File: src/inc/pcr_cfg.svh
// Address map, reset values and field positions of the control register bank.
// Assumes the CPU core presents 8-bit data addresses; bank sits at 0xC0-0xFF.
`ifndef PCR_CFG_SVH
`define PCR_CFG_SVH

`define PCR_A_P0_DATA 8'h00_C0
`define PCR_A_P0_DIR 8'h00_C1
`define PCR_A_P1_DATA 8'h00_C2
`define PCR_A_P1_DIR 8'h00_C3
`define PCR_A_P3_DATA 8'h00_C6
`define PCR_A_P3_DIR 8'h00_C7
`define PCR_A_P0_OD 8'h00_C8
`define PCR_A_P1_OD 8'h00_C9
`define PCR_A_P3_OD 8'h00_CB
`define PCR_A_TM0 8'h00_D0
`define PCR_A_T0 8'h00_D1
`define PCR_A_TM1 8'h00_D2
`define PCR_A_T1PER 8'h00_D3
`define PCR_A_T1 8'h00_D4
`define PCR_A_T1HI 8'h00_D5
`define PCR_A_TM2 8'h00_D6
`define PCR_A_T2 8'h00_D7
`define PCR_A_BUZ 8'h00_E0
`define PCR_A_RPS 8'h00_E1
`define PCR_A_SMC 8'h00_E2
`define PCR_A_SSD 8'h00_E3
`define PCR_A_IEH 8'h00_EA
`define PCR_A_IEL 8'h00_EB
`define PCR_A_IPH 8'h00_EC
`define PCR_A_IPL 8'h00_ED
`define PCR_A_EDGE 8'h00_EE
`define PCR_A_CMC 8'h00_EF
`define PCR_A_CRH 8'h00_F0
`define PCR_A_CRL 8'h00_F1
`define PCR_A_ICK 8'h00_F2
`define PCR_A_WDG 8'h00_F4
`define PCR_A_SSC 8'h00_F5
`define PCR_A_PFD 8'h00_F7
`define PCR_A_PS0 8'h00_F8
`define PCR_A_PS1 8'h00_F9
`define PCR_A_PU0 8'h00_FC
`define PCR_A_PU1 8'h00_FD
`define PCR_A_PU3 8'h00_FF

// Reset values
`define PCR_R_ZERO 8'h00
`define PCR_R_ONES 8'hFF
`define PCR_R_SMC 8'h01
`define PCR_R_CMC 8'h01
`define PCR_R_CKC 8'h17
`define PCR_R_WDG 8'h7F

// Implemented-bit masks; zero bits are reserved and hold no storage
`define PCR_M_IEH 8'hF3
`define PCR_M_IEL 8'hCD
`define PCR_M_RPS 8'h07
`define PCR_M_CKC 8'hBF
`define PCR_M_PFD 8'h07
`define PCR_M_PS0 8'h7F
`define PCR_M_PS1 8'h0F
`define PCR_M_TMX 8'h3F
`define PCR_M_T1HI 8'h0F
`define PCR_M_CRH 8'hE0

// Field positions
`define PCR_B_CAP02 5
`define PCR_B_CAP1 4
`define PCR_B_WDCLR 7
`define PCR_B_ITCLR 3

`endif

File: src/inc/pcr_pkg.sv
// Types shared by the control register bank.
// Assumes nothing beyond a SystemVerilog compiler.
package pcr_pkg;
   // Access kind presented by the CPU in a write cycle
   typedef enum logic {
      PCR_ACC_BYTE,
      PCR_ACC_BIT
   } pcr_acc_type;

   // Stored state of the bank, apart from pin synchronisers and clear strobes
   typedef struct packed {
      logic [7:0] p0_dat, p0_dir, p1_dat, p1_dir, p3_dat, p3_dir;
      logic [7:0] p0_od, p1_od, p3_od;
      logic [7:0] tm0, t0_cmp, tm1, t1_per, t1_duty, t1_hi, tm2, t2_cmp;
      logic [7:0] buz, rps, smc, ssd, ieh, iel, iph, ipl, edge_sel;
      logic [7:0] cmc, crh, ckc, wdg, ssc, pfd, ps0, ps1, pu0, pu1, pu3;
      logic [7:0] rdata;
      logic rbad;
   } pcr_state_type;
endpackage

File: src/rtl/pcr_bank.sv
// Peripheral control register bank at data addresses 0xC0-0xFF.
// Assumes a CPU core on clk_sys giving single-cycle byte and bit strobes,
// and peripherals on the same clock supplying counts and event pulses.
//
// Notes on behaviour
// - Interval address: read count, write clock control
// - Read-write registers accept byte and bit ops
// - Reserved bits have no storage, read zero
// - Watchdog control write-only, reset 7F, clear bit
// - Watchdog address reads the watchdog counter
// - Timer2 write compare, read count or capture
// - Enable pair, one bit per source, reset zero
// - Pending flags mirror enable positions, read-write
// - Edge select two bits per external interrupt
// - RAM page field three bits, reset zero
// - Serial mode resets to 01 with fields
// - Serial shift data read-write, bit ops
// - Buzzer write-only, resets all ones
// - Converter mode resets to 01
// - Result high holds prescale, resolution, result bits
// - Clock control resets 17, bit 6 reserved
// - Stop/sleep write-only, byte only, reset zero
// - Power-fail enable, mode, status in 2:0
// - Pin function selects write-only, reset zero
// - Pull-up selects write-only, reset zero
`timescale 1ns/100ps
`default_nettype none
`include "pcr_cfg.svh"

module pcr_bank #(
   parameter int DW = 8
) (
   input wire logic clk_sys,
   input wire logic reset_n,
   input wire logic [7:0] cpu_addr,
   input wire logic cpu_wr,
   input wire logic cpu_rd,
   input wire pcr_pkg::pcr_acc_type cpu_acc,
   input wire logic [2:0] cpu_bit_sel,
   input wire logic cpu_bit_val,
   input wire logic [DW-1:0] cpu_wdata,
   output logic [DW-1:0] cpu_rdata,
   output logic cpu_rd_unmapped,
   input wire logic [7:0] port0_pins,
   input wire logic [7:0] port1_pins,
   input wire logic [7:0] port3_pins,
   input wire logic [7:0] timer0_count,
   input wire logic [7:0] timer0_capture,
   input wire logic [7:0] timer1_count,
   input wire logic [7:0] timer1_capture,
   input wire logic [7:0] timer2_count,
   input wire logic [7:0] timer2_capture,
   input wire logic [7:0] interval_timer_count,
   input wire logic [7:0] watchdog_counter_reg,
   input wire logic [7:0] converter_result_low,
   input wire logic [4:0] converter_result_hi_bits,
   input wire logic [7:0] serial_shift_in,
   input wire logic serial_shift_load,
   input wire logic serial_done,
   input wire logic conversion_done,
   input wire logic power_fail_seen,
   input wire logic [7:0] irq_set_high,
   input wire logic [7:0] irq_set_low,
   output logic [7:0] irq_enable_high,
   output logic [7:0] irq_enable_low,
   output logic [7:0] irq_pending_high,
   output logic [7:0] irq_pending_low,
   output logic [7:0] ext_irq_edge_select,
   output logic [2:0] ram_page_select,
   output logic [7:0] serial_mode_ctrl,
   output logic [7:0] serial_shift_data,
   output logic [7:0] buzzer_ctrl,
   output logic [7:0] converter_mode_ctrl,
   output logic [2:0] converter_ctrl_hi,
   output logic [7:0] clock_control_reg,
   output logic [6:0] watchdog_compare,
   output logic watchdog_counter_clear,
   output logic interval_timer_clear,
   output logic [7:0] stop_sleep_ctrl,
   output logic [2:0] power_fail_detect_ctrl,
   output logic [6:0] pin_function_select_0,
   output logic [3:0] pin_function_select_1,
   output logic [7:0] port0_out,
   output logic [7:0] port0_dir,
   output logic [7:0] port1_out,
   output logic [7:0] port1_dir,
   output logic [7:0] port3_out,
   output logic [7:0] port3_dir,
   output logic [7:0] port0_od,
   output logic [7:0] port1_od,
   output logic [7:0] port3_od,
   output logic [7:0] timer0_mode,
   output logic [7:0] timer0_compare,
   output logic [7:0] timer1_mode,
   output logic [7:0] timer1_period,
   output logic [7:0] timer1_pwm_duty,
   output logic [3:0] timer1_pwm_hi,
   output logic [7:0] timer2_mode,
   output logic [7:0] timer2_compare,
   output logic [7:0] port0_pullup_select,
   output logic [7:0] port1_pullup_select,
   output logic [7:0] port3_pullup_select
);

   pcr_pkg::pcr_state_type st_q, st_d;
   logic [7:0] p0_s1_q, p0_s2_q, p1_s1_q, p1_s2_q, p3_s1_q, p3_s2_q;
   logic wd_clr_q, it_clr_q;

   // Byte or bit merge: bit ops touch one bit, byte ops the whole byte
   function automatic logic [7:0] merge(input logic [7:0] old,
                                        input logic [7:0] mask);
      logic [7:0] v;
      v = old;
      if (cpu_acc == pcr_pkg::PCR_ACC_BIT) begin
         v[cpu_bit_sel] = cpu_bit_val;
      end else begin
         v = cpu_wdata[7:0];
      end
      return v & mask;
   endfunction

   // Write hit for a byte-only register; bit ops are dropped there
   function automatic logic byte_hit(input logic [7:0] a);
      return cpu_wr && cpu_addr == a &&
             cpu_acc == pcr_pkg::PCR_ACC_BYTE;
   endfunction

   function automatic logic rw_hit(input logic [7:0] a);
      return cpu_wr && cpu_addr == a;
   endfunction

   // Pins are asynchronous to clk_sys, so two stages before any use
   always_ff @(posedge clk_sys or negedge reset_n) begin
      if (!reset_n) begin
         p0_s1_q <= `PCR_R_ZERO;
         p0_s2_q <= `PCR_R_ZERO;
         p1_s1_q <= `PCR_R_ZERO;
         p1_s2_q <= `PCR_R_ZERO;
         p3_s1_q <= `PCR_R_ZERO;
         p3_s2_q <= `PCR_R_ZERO;
      end else begin
         p0_s1_q <= port0_pins;
         p0_s2_q <= p0_s1_q;
         p1_s1_q <= port1_pins;
         p1_s2_q <= p1_s1_q;
         p3_s1_q <= port3_pins;
         p3_s2_q <= p3_s1_q;
      end
   end

   // Next-state of the whole bank
   always_comb begin
      st_d = st_q;
      // Hardware event flags: set wins over a software clear
      if (rw_hit(`PCR_A_IPH)) begin
         st_d.iph = merge(st_q.iph, `PCR_M_IEH);
      end
      if (rw_hit(`PCR_A_IPL)) begin
         st_d.ipl = merge(st_q.ipl, `PCR_M_IEL);
      end
      st_d.iph = st_d.iph | (irq_set_high & `PCR_M_IEH);
      st_d.ipl = st_d.ipl | (irq_set_low & `PCR_M_IEL);
      if (rw_hit(`PCR_A_IEH)) st_d.ieh = merge(st_q.ieh, `PCR_M_IEH);
      if (rw_hit(`PCR_A_IEL)) st_d.iel = merge(st_q.iel, `PCR_M_IEL);
      if (rw_hit(`PCR_A_EDGE)) begin
         st_d.edge_sel = merge(st_q.edge_sel, `PCR_R_ONES);
      end
      if (rw_hit(`PCR_A_RPS)) st_d.rps = merge(st_q.rps, `PCR_M_RPS);
      if (rw_hit(`PCR_A_SMC)) begin
         st_d.smc = merge(st_q.smc, `PCR_R_ONES);
      end
      if (serial_done) st_d.smc[0] = 1'b1;
      if (rw_hit(`PCR_A_SSD)) begin
         st_d.ssd = merge(st_q.ssd, `PCR_R_ONES);
      end else if (serial_shift_load) begin
         st_d.ssd = serial_shift_in;
      end
      if (rw_hit(`PCR_A_CMC)) begin
         st_d.cmc = merge(st_q.cmc, `PCR_R_ONES);
      end
      if (conversion_done) st_d.cmc[0] = 1'b1;
      if (rw_hit(`PCR_A_CRH)) st_d.crh = merge(st_q.crh, `PCR_M_CRH);
      if (rw_hit(`PCR_A_PFD)) st_d.pfd = merge(st_q.pfd, `PCR_M_PFD);
      if (power_fail_seen) st_d.pfd[0] = 1'b1;
      if (rw_hit(`PCR_A_P0_DATA)) begin
         st_d.p0_dat = merge(st_q.p0_dat, `PCR_R_ONES);
      end
      if (rw_hit(`PCR_A_P1_DATA)) begin
         st_d.p1_dat = merge(st_q.p1_dat, `PCR_R_ONES);
      end
      if (rw_hit(`PCR_A_P3_DATA)) begin
         st_d.p3_dat = merge(st_q.p3_dat, `PCR_R_ONES);
      end
      if (rw_hit(`PCR_A_TM0)) st_d.tm0 = merge(st_q.tm0, `PCR_M_TMX);
      if (rw_hit(`PCR_A_TM1)) st_d.tm1 = merge(st_q.tm1, `PCR_R_ONES);
      if (rw_hit(`PCR_A_TM2)) st_d.tm2 = merge(st_q.tm2, `PCR_M_TMX);
      // Byte-only registers
      if (byte_hit(`PCR_A_P0_DIR)) st_d.p0_dir = cpu_wdata[7:0];
      if (byte_hit(`PCR_A_P1_DIR)) st_d.p1_dir = cpu_wdata[7:0];
      if (byte_hit(`PCR_A_P3_DIR)) st_d.p3_dir = cpu_wdata[7:0];
      if (byte_hit(`PCR_A_P0_OD)) st_d.p0_od = cpu_wdata[7:0];
      if (byte_hit(`PCR_A_P1_OD)) st_d.p1_od = cpu_wdata[7:0];
      if (byte_hit(`PCR_A_P3_OD)) st_d.p3_od = cpu_wdata[7:0];
      if (byte_hit(`PCR_A_T0)) st_d.t0_cmp = cpu_wdata[7:0];
      if (byte_hit(`PCR_A_T1PER)) st_d.t1_per = cpu_wdata[7:0];
      // Duty register is write-only (its address reads timer1 count or capture) and takes whole bytes only
      if (byte_hit(`PCR_A_T1)) st_d.t1_duty = cpu_wdata[7:0];
      if (byte_hit(`PCR_A_T1HI)) st_d.t1_hi = cpu_wdata[7:0] & `PCR_M_T1HI;
      if (byte_hit(`PCR_A_T2)) st_d.t2_cmp = cpu_wdata[7:0];
      if (byte_hit(`PCR_A_BUZ)) st_d.buz = cpu_wdata[7:0];
      if (byte_hit(`PCR_A_ICK)) begin
         st_d.ckc = cpu_wdata[7:0] & `PCR_M_CKC;
      end
      if (byte_hit(`PCR_A_WDG)) st_d.wdg = cpu_wdata[7:0];
      if (byte_hit(`PCR_A_SSC)) st_d.ssc = cpu_wdata[7:0];
      if (byte_hit(`PCR_A_PS0)) begin
         st_d.ps0 = cpu_wdata[7:0] & `PCR_M_PS0;
      end
      if (byte_hit(`PCR_A_PS1)) st_d.ps1 = cpu_wdata[7:0] & `PCR_M_PS1;
      if (byte_hit(`PCR_A_PU0)) st_d.pu0 = cpu_wdata[7:0];
      if (byte_hit(`PCR_A_PU1)) st_d.pu1 = cpu_wdata[7:0];
      if (byte_hit(`PCR_A_PU3)) st_d.pu3 = cpu_wdata[7:0];
      // Read mux; registered so data leaves from flip-flops
      st_d.rbad = 1'b0;
      st_d.rdata = `PCR_R_ZERO;
      if (cpu_rd) begin
         case (cpu_addr)
            `PCR_A_P0_DATA: st_d.rdata = p0_s2_q;
            `PCR_A_P1_DATA: st_d.rdata = p1_s2_q;
            `PCR_A_P3_DATA: st_d.rdata = p3_s2_q;
            `PCR_A_TM0: st_d.rdata = st_q.tm0;
            `PCR_A_TM1: st_d.rdata = st_q.tm1;
            `PCR_A_TM2: st_d.rdata = st_q.tm2;
            `PCR_A_T0: st_d.rdata = st_q.tm0[`PCR_B_CAP02] ?
                                    timer0_capture : timer0_count;
            `PCR_A_T1: st_d.rdata = st_q.tm1[`PCR_B_CAP1] ?
                                    timer1_capture : timer1_count;
            `PCR_A_T2: st_d.rdata = st_q.tm2[`PCR_B_CAP02] ?
                                    timer2_capture : timer2_count;
            `PCR_A_RPS: st_d.rdata = st_q.rps;
            `PCR_A_SMC: st_d.rdata = st_q.smc;
            `PCR_A_SSD: st_d.rdata = st_q.ssd;
            `PCR_A_IEH: st_d.rdata = st_q.ieh;
            `PCR_A_IEL: st_d.rdata = st_q.iel;
            `PCR_A_IPH: st_d.rdata = st_q.iph;
            `PCR_A_IPL: st_d.rdata = st_q.ipl;
            `PCR_A_EDGE: st_d.rdata = st_q.edge_sel;
            `PCR_A_CMC: st_d.rdata = st_q.cmc;
            `PCR_A_CRH: st_d.rdata = st_q.crh |
                                     {3'b000, converter_result_hi_bits};
            `PCR_A_CRL: st_d.rdata = converter_result_low;
            `PCR_A_ICK: st_d.rdata = interval_timer_count;
            `PCR_A_WDG: st_d.rdata = watchdog_counter_reg;
            `PCR_A_PFD: st_d.rdata = st_q.pfd;
            default: st_d.rdata = `PCR_R_ZERO;
         endcase
         // Write-only and unoccupied addresses read zero and are flagged
         case (cpu_addr)
            `PCR_A_P0_DATA, `PCR_A_P1_DATA, `PCR_A_P3_DATA, `PCR_A_TM0,
            `PCR_A_TM1, `PCR_A_TM2, `PCR_A_T0, `PCR_A_T1, `PCR_A_T2,
            `PCR_A_RPS, `PCR_A_SMC, `PCR_A_SSD, `PCR_A_IEH, `PCR_A_IEL,
            `PCR_A_IPH, `PCR_A_IPL, `PCR_A_EDGE, `PCR_A_CMC, `PCR_A_CRH,
            `PCR_A_CRL, `PCR_A_ICK, `PCR_A_WDG, `PCR_A_PFD: st_d.rbad = 1'b0;
            default: st_d.rbad = 1'b1;
         endcase
      end
   end

   // State register; serial shift data has no defined reset, zero chosen
   always_ff @(posedge clk_sys or negedge reset_n) begin
      if (!reset_n) begin
         st_q <= '0;
         st_q.t0_cmp <= `PCR_R_ONES;
         st_q.t1_per <= `PCR_R_ONES;
         st_q.t2_cmp <= `PCR_R_ONES;
         st_q.buz <= `PCR_R_ONES;
         st_q.smc <= `PCR_R_SMC;
         st_q.cmc <= `PCR_R_CMC;
         st_q.ckc <= `PCR_R_CKC;
         st_q.wdg <= `PCR_R_WDG;
      end else begin
         st_q <= st_d;
      end
   end

   // Clear strobes: one-cycle pulses on a byte write with the bit set
   always_ff @(posedge clk_sys or negedge reset_n) begin
      if (!reset_n) begin
         wd_clr_q <= 1'b0;
         it_clr_q <= 1'b0;
      end else begin
         wd_clr_q <= byte_hit(`PCR_A_WDG) && cpu_wdata[`PCR_B_WDCLR];
         it_clr_q <= byte_hit(`PCR_A_ICK) && cpu_wdata[`PCR_B_ITCLR];
      end
   end

   // Outputs
   assign cpu_rdata = st_q.rdata;
   assign cpu_rd_unmapped = st_q.rbad;
   assign irq_enable_high = st_q.ieh;
   assign irq_enable_low = st_q.iel;
   assign irq_pending_high = st_q.iph;
   assign irq_pending_low = st_q.ipl;
   assign ext_irq_edge_select = st_q.edge_sel;
   assign ram_page_select = st_q.rps[2:0];
   assign serial_mode_ctrl = st_q.smc;
   assign serial_shift_data = st_q.ssd;
   assign buzzer_ctrl = st_q.buz;
   assign converter_mode_ctrl = st_q.cmc;
   assign converter_ctrl_hi = st_q.crh[7:5];
   assign clock_control_reg = st_q.ckc;
   assign watchdog_compare = st_q.wdg[6:0];
   assign watchdog_counter_clear = wd_clr_q;
   assign interval_timer_clear = it_clr_q;
   assign stop_sleep_ctrl = st_q.ssc;
   assign power_fail_detect_ctrl = st_q.pfd[2:0];
   assign pin_function_select_0 = st_q.ps0[6:0];
   assign pin_function_select_1 = st_q.ps1[3:0];
   assign port0_out = st_q.p0_dat;
   assign port0_dir = st_q.p0_dir;
   assign port1_out = st_q.p1_dat;
   assign port1_dir = st_q.p1_dir;
   assign port3_out = st_q.p3_dat;
   assign port3_dir = st_q.p3_dir;
   assign port0_od = st_q.p0_od;
   assign port1_od = st_q.p1_od;
   assign port3_od = st_q.p3_od;
   assign timer0_mode = st_q.tm0;
   assign timer0_compare = st_q.t0_cmp;
   assign timer1_mode = st_q.tm1;
   assign timer1_period = st_q.t1_per;
   assign timer1_pwm_duty = st_q.t1_duty;
   assign timer1_pwm_hi = st_q.t1_hi[3:0];
   assign timer2_mode = st_q.tm2;
   assign timer2_compare = st_q.t2_cmp;
   assign port0_pullup_select = st_q.pu0;
   assign port1_pullup_select = st_q.pu1;
   assign port3_pullup_select = st_q.pu3;
endmodule
`default_nettype wire

File: config.mk
export PLATFORM = sky130hd
export DESIGN_NAME = pcr_bank
export DESIGN_NICKNAME = d
export VERILOG_FILES = /design/src/inc/pcr_pkg.sv /design/src/rtl/pcr_bank.sv
export VERILOG_INCLUDE_DIRS = /design/src /design/src/inc
export SDC_FILE = /design/constraint.sdc
export NUM_CORES = 1
export LEC_CHECK = 0
export BUFFER_PORTS_ARGS = -buffer_cell sky130_fd_sc_hd__buf_2
export CORE_MARGIN = 10
export CORE_UTILIZATION = 45
export CTS_CLUSTER_DIAMETER = 100
export CTS_CLUSTER_SIZE = 40
export DETAILED_ROUTE_END_ITERATION = 7
export PLACE_DENSITY = 0.8
export SETUP_SLACK_MARGIN = 0.5
export SYNTH_ARGS = -nofsm -noshare
export SYNTH_HDL_FRONTEND = slang
export SYNTH_SLANG_ARGS = --single-unit
File: constraint.sdc
create_clock -name clk_sys -period 1.5 [get_ports clk_sys]
set_input_delay 0.3 -clock clk_sys [delete_from_list [all_inputs] [get_ports clk_sys]]
set_output_delay 0.3 -clock clk_sys [all_outputs]
set_load 0.02 [all_outputs]
==> metrics.cfg <==
[finish]
syn_to_final_growth_pct = 84.2
post-route-util = 0.837
final_cells = 2570
layout.nets = 2314
drive_above_1_share = 0.675

[setup_path]
crit_required_ns = 1.91
crit_type = flop to flop
r2r_end = cpu_rdata[4]
worst_r2r_path_depth = 6
start_kind = flop
cp.arrival_ns = 2.17
rrSetupSlack_ns = -0.26
reg2reg_from = timer1_mode[4]
crit_path_end_kind = flop
critical_path.max_fanout = 4

[cts]
cts_buffers = 13
root_buffer = clkbuf_16
clk_latency_ns = 0.55
cts_buffer_depth = 3
clk_pin_slew_ns = 0.15
htreeDepth = 1
cts_tree = built
cts.sinks = 315

[power]
internal-power_mw = 12.6
p_sw_mw = 5.54
powerDensity_mw_per_mm2 = 690
sw_frac_of_total = 0.305
p_comb_frac = 0.227
cellLeakagePower_nw = 12.5
seq_power_share = 0.502
peakVddDrop_mv = 0.832
clkPwrFrac = 0.271

[sta]
worst_clock_skew_ns = 0.0437
rsz0062_at_grt = yes
setup_viol = 71
hold_viol = 0
max_freq_mhz = 569
timing.final.crit_share = 1.17
drv_slew = 0
fin_crit_ns = 1.76
fin_ws_ns = -0.256

[grt]
antenna_found_initial = 5
track_usage = 0.348
overflow = 0
first_global_vias = 15600
grt_pass1_wl_mm = 102
grt_max_degree = 80

[yosys]
synth_area_mm2 = 0.0143
synth_area_leaders = dfrtp_1 (47%), mux2_2 (13%), dfstp_2 (8.3%)
synth_edf_count = 0
synth.top_cell.area_share = 0.474
synth-seq-cells = 315
yosys_warnings = 0
ys_seq_area_frac = 0.556
synth_ff_type = dfrtp_1
syn_avg_cell_area_um2 = 11.8
synth_largest_area_cell = dfrtp_1
synthCells = 1211
async_flop_share = 1.00
ys_types = 77

[run]
drv_cap = 0

[die]
coreArea_mm2 = 0.0314
die_area_mm2 = 0.0392
ioPinCount = 436
fp.dieH_um = 198
start_util = 0.455
fp.dieW_um = 198
rows = 65

[routing]
viasPerCell = 6.26
num_vias = 16100
dr.pass1.iters = 6
drt_iter0_drc = 1820
drc_errors = 0
routedWlPerCell_um = 31.3
routed_wl_mm = 80.6
ant_nets = 0

[placement]
gp_congestion = 0.989
dp.cells = 2212
place_hpwl_mm = 48.3
io_buffer_count = 415

[min_path]
hp-start = irq_set_high[5]
hold_depth = 3
hold_class = primary input to flop
hold_end = irq_pending_high[5]

[run_status]
violations = negative setup slack
status = complete, but fails checks

==> layout by cell type (no fill, tap or decap), types with 23 or more instances in the layout <==
cell           synthesis  final
a21oi_1               73     30
a21oi_2                0     40
a31oi_1               60     55
buf_12                 0     56
buf_2                 31    138
buf_4                 22    404
buf_6                  1    370
dfrtp_1              270    249
dfstp_2               45     45
dlygate4sd3_1          0     36
mux2_2               167     38
mux2_4                 6    135
mux2i_1               25     23
nand2_1               88     63
o21ai_1                2     25
o21ai_2                0     23
==> what timing repair did <==
item / 4_1_cts / 5_1_grt
pin swaps: 27 / 78
gates cloned: 4 / 7
buffers inserted: 148 / 140
setup endpoints to repair: 534 / 532
hold buffers: 35 / 1
gates resized for setup: 644 / 304
endpoints found under the hold margin: 243 / 1
==> per-layer routing <==
metal / part of all wire / vias to the layer above / track usage / routed length [um]
li1: - / 6330 / - / -
met4: 0.074 / 4 / 0.155 / 5930
met3: 0.11 / 434 / 0.0764 / 8660
met5: 0.00037 / - / 0 / 30
met1: 0.34 / 7892 / 0.419 / 27300
met2: 0.48 / 1433 / 0.585 / 38700
==> worst max-delay path by stage <==
stage                   start                        to  slack (ns)  cells after the start
2_1_floorplan     cpu_addr[6]        stop_sleep_ctrl[0]       -0.30                      6
3_3_place_gp      cpu_addr[3]              cpu_rdata[6]       -0.57                      9
3_5_place_dp      cpu_addr[4]  pin_function_select_0[3]       -0.59                      6
4_1_cts        timer1_mode[4]            timer1_mode[4]       -0.20                      3
5_1_grt        timer1_mode[4]              cpu_rdata[1]       -0.28                      6
6_report       timer1_mode[4]              cpu_rdata[4]       -0.26                      6
==> power by group through the flow <==
stage          Clock [mW]  Sequential, mW  Combinational, mW
2_1_floorplan           0            9.37               1.04
3_3_place_gp            0            9.17               2.74
3_5_place_dp            0            9.18               2.77
4_1_cts              4.75            9.03               3.51
5_1_grt              5.21            9.11               4.22
6_report             4.92            9.10               4.11
==> logic make-up (layout without fill, tap and decap cells) <==
kind of cell | after synthesis | in the layout | synth area share
and+or+nand+nor | 272 | 273 | 0.110
DFF | 315 | 315 | 0.556
buffers and inverters | 122 | 1062 | 0.0413
other | 1 | 17 | 0.000263
muxes | 199 | 199 | 0.157
AOI/OAI and AO/OA | 302 | 302 | 0.135
==> layout make-up <==
type,instances,area [um^2]
Antenna cell,2,5.00
Clock buffer,17,350
Clock inverter,4,98.8
Fill cell,1481,5110
Inverter,15,62.6
Multi-Input combinational cell,789,7480
Sequential cell,315,7970
Tap cell,402,503
Timing Repair Buffer,1026,9810
==> synthesized netlist by cell type (all sizes together), types with 5 or more instances <==
master  count
mux2      173
a31oi      60
inv        13
mux2i      25
a22oi      22
and3       11
o31ai       6
nor2b      19
o21ai      71
nand2      90
clkbuf     46
nor3       15
a21oi      73
buf        61
nor4        7
nand3      43
nand4       7
dfstp      45
a221o      17
dfrtp     270
o22ai       8
nor2       43
a221oi      5
and2        6
==> metrics by stage <==
step / total power [mW] / hold slack [ns] / setup slack, ns / instance area, um^2 / TNS [ns]
after floorplan: 10.4 / 0.00441 / -0.295 / 15400 / -27.55
after global placement: 11.9 / 0.156 / -0.572 / 19800 / -98.92
after detailed placement: 11.9 / 0.154 / -0.588 / 19800 / -105.91
after CTS: 17.3 / 0.000953 / -0.200 / 23900 / -1.65
after global routing: 18.5 / -0.00600 / -0.275 / 26300 / -5.81
final: 18.1 / 0.0171 / -0.256 / 26300 / -3.49
==> critical path, stage by stage (launching register included) <==
cell	delay (ns)
dfrtp_2	0.49
buf_12	0.15
mux2i_1	0.17
o21ai_0	0.19
and3_1	0.27
nor3_2	0.23
a31oi_1	0.12
Power figures use the tool's default switching activity.
